### config.mk
export PLATFORM = sky130hd
export DESIGN_NAME = core_halt_run_power_control
export DESIGN_NICKNAME = d
export VERILOG_FILES = /design/src/verilog/core_halt_run_power_control.v /design/src/verilog/req_sync.v /design/src/verilog/quiesce_timer.v
export VERILOG_INCLUDE_DIRS = /design/src /design/src/verilog
export SDC_FILE = /design/constraint.sdc
export NUM_CORES = 1
export LEC_CHECK = 0
export BUFFER_PORTS_ARGS = -buffer_cell sky130_fd_sc_hd__buf_4
export CAP_MARGIN = 20
export CELL_PAD_IN_SITES_DETAIL_PLACEMENT = 0
export CELL_PAD_IN_SITES_GLOBAL_PLACEMENT = 1
export CORE_AREA = 3 3 53 55
export CTS_CLUSTER_SIZE = 30
export DETAILED_ROUTE_END_ITERATION = 7
export DIE_AREA = 0 0 56 58
export PLACE_DENSITY = 0.9
export SYNTH_ARGS = -nofsm -noshare
export SYNTH_HDL_FRONTEND = slang
export SYNTH_SLANG_ARGS = --single-unit
### constraint.sdc
create_clock -name clk -period 3.9 [get_ports clk]
set_input_delay 0 -clock clk [delete_from_list [all_inputs] [get_ports clk]]
set_output_delay 0 -clock clk [all_outputs]
set_load 0.01 [all_outputs]
### src/verilog/core_power_consts.vh
// constants shared by the halt/run power control block
`ifndef CORE_POWER_CONSTS_VH
`define CORE_POWER_CONSTS_VH
// activity states
`define ST_RUNNING 2'h0
`define ST_QUIESCE 2'h1
`define ST_POWER_HALTED 2'h2
`define ST_DEBUG_HALTED 2'h3
`define ST_WIDTH 2
// synchroniser depth
`define SYNC_STAGES 2
// default quiesce wait in cycles
`define QUIESCE_CYCLES 4
`define QCNT_WIDTH 4
`define QCNT_ONE 4'h1
`define QCNT_ZERO 4'h0
`endif

### src/verilog/core_halt_run_power_control.v
// halt/run activity-state control with power and debug arbitration
`timescale 1ns/10ps
`default_nettype none
`include "core_power_consts.vh"
module core_halt_run_power_control #(
   parameter QUIESCE = `QUIESCE_CYCLES
) (
   input wire clk,
   input wire nrst,
   input wire ce,
   input wire cpu_halt_req,
   input wire cpu_run_req,
   input wire mpc_debug_halt_req,
   input wire mpc_debug_run_req,
   input wire dbg_halt_req,
   input wire dbg_single_step,
   input wire dbg_brkpt_halt,
   input wire dbg_trigger_halt,
   input wire dbg_resume_req,
   input wire fw_halt_req,
   output reg cpu_halt_ack,
   output reg cpu_run_ack,
   output reg cpu_halt_status,
   output reg debug_mode_status,
   output wire [`ST_WIDTH-1:0] activity_state
);
   // ==========================================================
   // input synchronisers
   // ==========================================================
   wire halt_req_s;
   wire run_req_s;
   wire mpc_halt_s;
   wire mpc_run_s;
   // power halt request synchroniser
   req_sync #(.STAGES(`SYNC_STAGES)) u_sync_halt (
      .clk(clk), .nrst(nrst), .ce(ce),
      .async_in(cpu_halt_req), .sync_out(halt_req_s));
   // run request synchroniser sits on the free clock so wakeup works
   req_sync #(.STAGES(`SYNC_STAGES)) u_sync_run (
      .clk(clk), .nrst(nrst), .ce(1'b1),
      .async_in(cpu_run_req), .sync_out(run_req_s));
   // controller debug requests
   req_sync #(.STAGES(`SYNC_STAGES)) u_sync_mhalt (
      .clk(clk), .nrst(nrst), .ce(ce),
      .async_in(mpc_debug_halt_req), .sync_out(mpc_halt_s));
   req_sync #(.STAGES(`SYNC_STAGES)) u_sync_mrun (
      .clk(clk), .nrst(nrst), .ce(ce),
      .async_in(mpc_debug_run_req), .sync_out(mpc_run_s));

   // ==========================================================
   // debug entry and exit causes
   // ==========================================================
   // single step also resumes, so it counts as an entry, not exit
   wire debug_enter = dbg_halt_req | dbg_single_step | dbg_brkpt_halt |
      dbg_trigger_halt | mpc_halt_s;
   wire debug_exit = (dbg_resume_req & ~dbg_single_step) | mpc_run_s;

   // ==========================================================
   // state machine
   // ==========================================================
   reg [`ST_WIDTH-1:0] state_reg;
   reg [`ST_WIDTH-1:0] state_next;
   reg fw_halt_reg;
   wire quiesce_done;
   wire in_debug = (state_reg == `ST_DEBUG_HALTED);
   // firmware halt shares the power halt path but is masked in debug
   wire fw_halt_ok = fw_halt_req & ~in_debug;
   wire halt_cause = halt_req_s | fw_halt_reg;

   quiesce_timer #(.CYCLES(QUIESCE)) u_quiesce (
      .clk(clk), .nrst(nrst), .ce(ce),
      .start(state_reg == `ST_QUIESCE),
      .abort(debug_enter),
      .done(quiesce_done));

   // next-state: debug checks come first everywhere
   always @* begin
      state_next = state_reg;
      case (state_reg)
         `ST_RUNNING: begin
            if (debug_enter) begin
               state_next = `ST_DEBUG_HALTED;
            end else if (halt_cause) begin
               state_next = `ST_QUIESCE;
            end
         end
         `ST_QUIESCE: begin
            if (debug_enter) begin
               state_next = `ST_DEBUG_HALTED;
            end else if (quiesce_done) begin
               state_next = `ST_POWER_HALTED;
            end
         end
         `ST_POWER_HALTED: begin
            if (debug_enter) begin
               state_next = `ST_DEBUG_HALTED;
            end else if (run_req_s) begin
               state_next = `ST_RUNNING;
            end
         end
         `ST_DEBUG_HALTED: begin
            // halt requests do not leave here; on exit a held halt request goes to quiesce
            if (debug_exit && !debug_enter) begin
               if (halt_req_s) begin
                  state_next = `ST_QUIESCE;
               end else begin
                  state_next = `ST_RUNNING;
               end
            end else begin
               state_next = `ST_DEBUG_HALTED;
            end
         end
         default: begin
            state_next = `ST_RUNNING;
         end
      endcase
   end

   // state register and firmware halt latch
   always @(posedge clk) begin
      if (!nrst) begin
         state_reg <= `ST_RUNNING;
         fw_halt_reg <= 1'b0;
      end else if (ce) begin
         state_reg <= state_next;
         // cleared on debug entry so nothing stays pending at exit
         if (in_debug || debug_enter) begin
            fw_halt_reg <= 1'b0;
         end else if (fw_halt_ok) begin
            fw_halt_reg <= 1'b1;
         end else if (state_next == `ST_POWER_HALTED) begin
            fw_halt_reg <= 1'b0;
         end
      end
   end
   assign activity_state = state_reg;

   // ==========================================================
   // handshake acknowledges and status
   // ==========================================================
   // a transition caused by the manager arms the matching ack
   wire halt_done = (state_reg == `ST_QUIESCE) &&
      (state_next == `ST_POWER_HALTED) && halt_req_s;
   wire run_done = (state_reg == `ST_POWER_HALTED) &&
      (state_next == `ST_RUNNING) && run_req_s;

   always @(posedge clk) begin
      if (!nrst) begin
         cpu_halt_ack <= 1'b0;
         cpu_run_ack <= 1'b0;
         cpu_halt_status <= 1'b0;
         debug_mode_status <= 1'b0;
      end else if (ce) begin
         // ack set on the same edge that enters the halted state
         if (halt_done) begin
            cpu_halt_ack <= 1'b1;
         end else if (!halt_req_s) begin
            cpu_halt_ack <= 1'b0;
         end
         // requests to the state already held never set an ack
         if (run_done) begin
            cpu_run_ack <= 1'b1;
         end else if (!run_req_s) begin
            cpu_run_ack <= 1'b0;
         end
         cpu_halt_status <= (state_next == `ST_POWER_HALTED);
         debug_mode_status <= (state_next == `ST_DEBUG_HALTED);
      end
   end
endmodule
`default_nettype wire

### src/verilog/req_sync.v
// two-flop level synchroniser for asynchronous request inputs
`timescale 1ns/10ps
`default_nettype none
module req_sync #(
   parameter STAGES = 2
) (
   input wire clk,
   input wire nrst,
   input wire ce,
   input wire async_in,
   output wire sync_out
);
   // ==========================================================
   // synchroniser chain
   // ==========================================================
   reg [STAGES-1:0] chain_reg;
   // first stage feeds only the second; nothing else looks at it
   always @(posedge clk) begin
      if (!nrst) begin
         chain_reg <= {STAGES{1'b0}};
      end else if (ce) begin
         chain_reg <= {chain_reg[STAGES-2:0], async_in};
      end
   end
   assign sync_out = chain_reg[STAGES-1];
endmodule
`default_nettype wire

### src/verilog/quiesce_timer.v
// down counter that models the core draining before a power halt
`timescale 1ns/10ps
`default_nettype none
`include "core_power_consts.vh"
module quiesce_timer #(
   parameter CYCLES = `QUIESCE_CYCLES
) (
   input wire clk,
   input wire nrst,
   input wire ce,
   input wire start,
   input wire abort,
   output wire done
);
   // ==========================================================
   // counter
   // ==========================================================
   localparam [`QCNT_WIDTH-1:0] LOAD = CYCLES[`QCNT_WIDTH-1:0];
   reg [`QCNT_WIDTH-1:0] cnt_reg;
   reg busy_reg;
   // abort wins so a debug entry cancels the drain at once
   always @(posedge clk) begin
      if (!nrst) begin
         cnt_reg <= `QCNT_ZERO;
         busy_reg <= 1'b0;
      end else if (ce) begin
         if (abort) begin
            busy_reg <= 1'b0;
            cnt_reg <= `QCNT_ZERO;
         end else if (!start) begin
            // back to idle once the drain state is left, else the next
            // halt would see a stale done and skip its drain
            busy_reg <= 1'b0;
            cnt_reg <= `QCNT_ZERO;
         end else if (!busy_reg) begin
            busy_reg <= 1'b1;
            cnt_reg <= LOAD;
         end else if (cnt_reg != `QCNT_ZERO) begin
            cnt_reg <= cnt_reg - `QCNT_ONE;
         end
      end
   end
   assign done = busy_reg && (cnt_reg == `QCNT_ZERO) && !abort;
endmodule
`default_nettype wire

==> results_dict.tcl <==
set metrics [dict create \
    cts_resized 0 \
    largest_reg_flops 4 \
    antenna_left 0 \
    hold_path.class "input port to flop" \
    path_cells "inv_1 > ha_1 > and4bb_2 > a21oi_1 > nor3_1 > o221a_1" \
    status "finished, final reports clean" \
    synthToLayoutAreaGrowth_pct 24.50 \
    worst-path-buf-inv 1 \
    tightest_slew_ns 0.3524 \
    path_class "flop to flop" \
    synth_edf_count 0 \
    min_to "activity_state[1]" \
    slew_violations 0 \
    insertion_delay_ns 0.30 \
    synth-seq-cells 20 \
    fin_skew_ns 0.006620 \
    path_max_fanout 5 \
    finalHoldViolations 0 \
    crit_slowest_cell "dfxtp_1" \
    synth.cell_area_mm2 0.001006 \
    die_y_um 58 \
    min_from "ce" \
    globalplace.congestion 0.7576 \
    root_buffer "clkbuf_4" \
    nNetsFinal 148 \
    arrival_ns 1.79 \
    crit_required_ns 4.11 \
    irDropWorstVdd_mv 0.2406 \
    cts.sinks 20 \
    cts_max_level 1 \
    dr.first_iter.drc_count 19 \
    power_density_mw_per_mm2 354.7 \
    ys_types 44 \
    finalWirelength_mm 2.218 \
    rsz0062_at_grt "false" \
    syn_nets 124 \
    reg2reg_from "u_quiesce.cnt_reg[0]" \
    relSlewSlack_pct 76.18 \
    viasPerCell 5.698 \
    power.total_mw 0.4442 \
    final-setup-viol-count 0 \
    async_reset_ff_share_pct 0 \
    ys_warn_count 0 \
    die_w_um 56 \
    clk_path_buf_depth 2 \
    drive_gt1_share_pct 22.73 \
    grt_pass1_wl_mm 3.864 \
    r2r_end "cpu_halt_ack" \
    leakagePower_nw 0.5037 \
    drc_errors 0 \
    io_pins 19 \
    slowest_delay_ns 0.43 \
    antenna_found_initial 0 \
    cp_top_family "compound AO/OA/AOI/OAI gates" \
    initial_core_util_pct 41.36 \
    vias 923 \
    fin_crit_ns 1.577 \
    min_path_cells 2 \
    syn_avg_cell_area_um2 9.229 \
    max_freq_mhz 634.2 \
    die_area_mm2 0.003248 \
    r2r_slack_ns 2.32 \
    ctsHoldBuffers 5 \
    min_period_over_period_pct 40.43 \
    path_clk_slew_ns 0.12 \
    grt-ovfl-total 0 \
    cts_tree "built" \
    post_cts_buffers 0 \
    synth-main-ff-cell "dfxtp_1" \
    diodes 0 \
    cp-end-kind "flop" \
    row_count 18 \
    cts_inserted_buffers 3 \
    firstDrtPassIters 4 \
    tns_ns 0 \
    hpwl_mm 1.628 \
    grt.total_usage_pct 14.84 \
    grt_max_degree 18 \
    r2r.worst_path.cells 6 \
    grt_pass1_vias 850 \
    critPathLaunchType "flop" \
    wire_per_inst_um 13.69 \
    netlist_instances 109 \
    core-area_mm2 0.002432 \
    drv_cap 0 \
    port_buffers 18 \
    ys_seq_area_share_pct 39.80 \
]
## synthesized netlist by cell type (2+ instances only)
cell	n	area share [%]
dfxtp_1	20	40
o21ai_0	3	1.5
nor4_1	2	1.2
nand2_1	8	3.0
o21ai_1	2	1.0
mux2i_1	8	8.0
nor2_1	12	4.5
a211oi_1	3	2.2
ha_1	2	2.5
a21oi_1	4	2.0
inv_1	7	2.6
nand2b_1	2	1.2
and2_1	2	1.2
buf_4	3	2.2
nand3_1	2	1.0
## through the flow
step	setup slack, ns	utilization, %	hold WS, ns	cell area [um^2]	std cells
final	2.323	51.49	0.06173	1252	162
after global routing	2.221	51.49	0.07276	1252	162
after CTS	2.346	51.08	0.001526	1242	161
after detailed placement	2.358	46.86	0.2138	1140	152
after global placement	2.408	46.86	0.2095	1140	152
after floorplan	2.475	-	0.1273	1006	109
## layout by cell type, fill, tap and decap left out, drive strengths merged, types with 2 or more instances in the layout
master	count
and2	2
ha	2
nand2b	2
or4	2
nand3	3
o21ai	5
nand2	8
dfxtp	20
a211oi	4
nor4	3
clkbuf	3
mux2i	8
inv	7
a21oi	4
o221a	2
buf	18
nor3	2
nor2	12
dlygate4sd3	6
## power by group
part           internal, mW  switching (mW)
Sequential            0.212         0.00824
Combinational        0.0286          0.0264
Clock                 0.104          0.0655
## worst max path at each step
| stage | startpoint | endpoint | slack (ns) | cells after the start |
|---|---|---|---|---|
| 3_5_place_dp | u_quiesce.cnt_reg[0] | cpu_halt_ack | 2.36 | 6 |
| 4_1_cts | u_quiesce.cnt_reg[0] | cpu_halt_ack | 2.35 | 6 |
| 3_3_place_gp | u_quiesce.cnt_reg[0] | cpu_halt_ack | 2.41 | 6 |
| 2_1_floorplan | u_quiesce.cnt_reg[0] | activity_state[1] | 2.47 | 5 |
| 6_report | u_quiesce.cnt_reg[0] | cpu_halt_ack | 2.32 | 6 |
| 5_1_grt | u_quiesce.cnt_reg[0] | activity_state[1] | 2.22 | 5 |
## final cells by class
| class | count | area, um^2 |
|---|---|---|
| Clock buffer | 3 | 22.52 |
| Clock inverter | 1 | 30.03 |
| Fill cell | 232 | 1180 |
| Inverter | 8 | 30.03 |
| Multi-Input combinational cell | 76 | 536.8 |
| Sequential cell | 20 | 400.4 |
| Tap cell | 30 | 37.54 |
| Timing Repair Buffer | 24 | 195.2 |
## worst reg2reg max path, cell delays in order (launching register included)
cell and delay, ns:
dfxtp_1 0.43, inv_1 0.09, ha_1 0.21, and4bb_2 0.25, a21oi_1 0.24, nor3_1 0.08
o221a_1 0.20
## routing by layer
metal / GRT usage (%) / share of wire, %
met3: 3.341 / 5.0
met1: 18.63 / 45
met2: 25.04 / 48
met4: 5.424 / 1.2
met5: 0 / 0
## cells by family after synthesis
group / Yosys count / share of synthesized area [%]
AOI/OAI and AO/OA: 25 / 18.28
adders and majority gates: 2 / 2.487
buffers and inverters: 13 / 6.840
DFF: 20 / 39.80
muxes: 8 / 7.961
and+or+nand+nor: 41 / 24.63
Note: power is estimated with default switching activity, not from simulation.
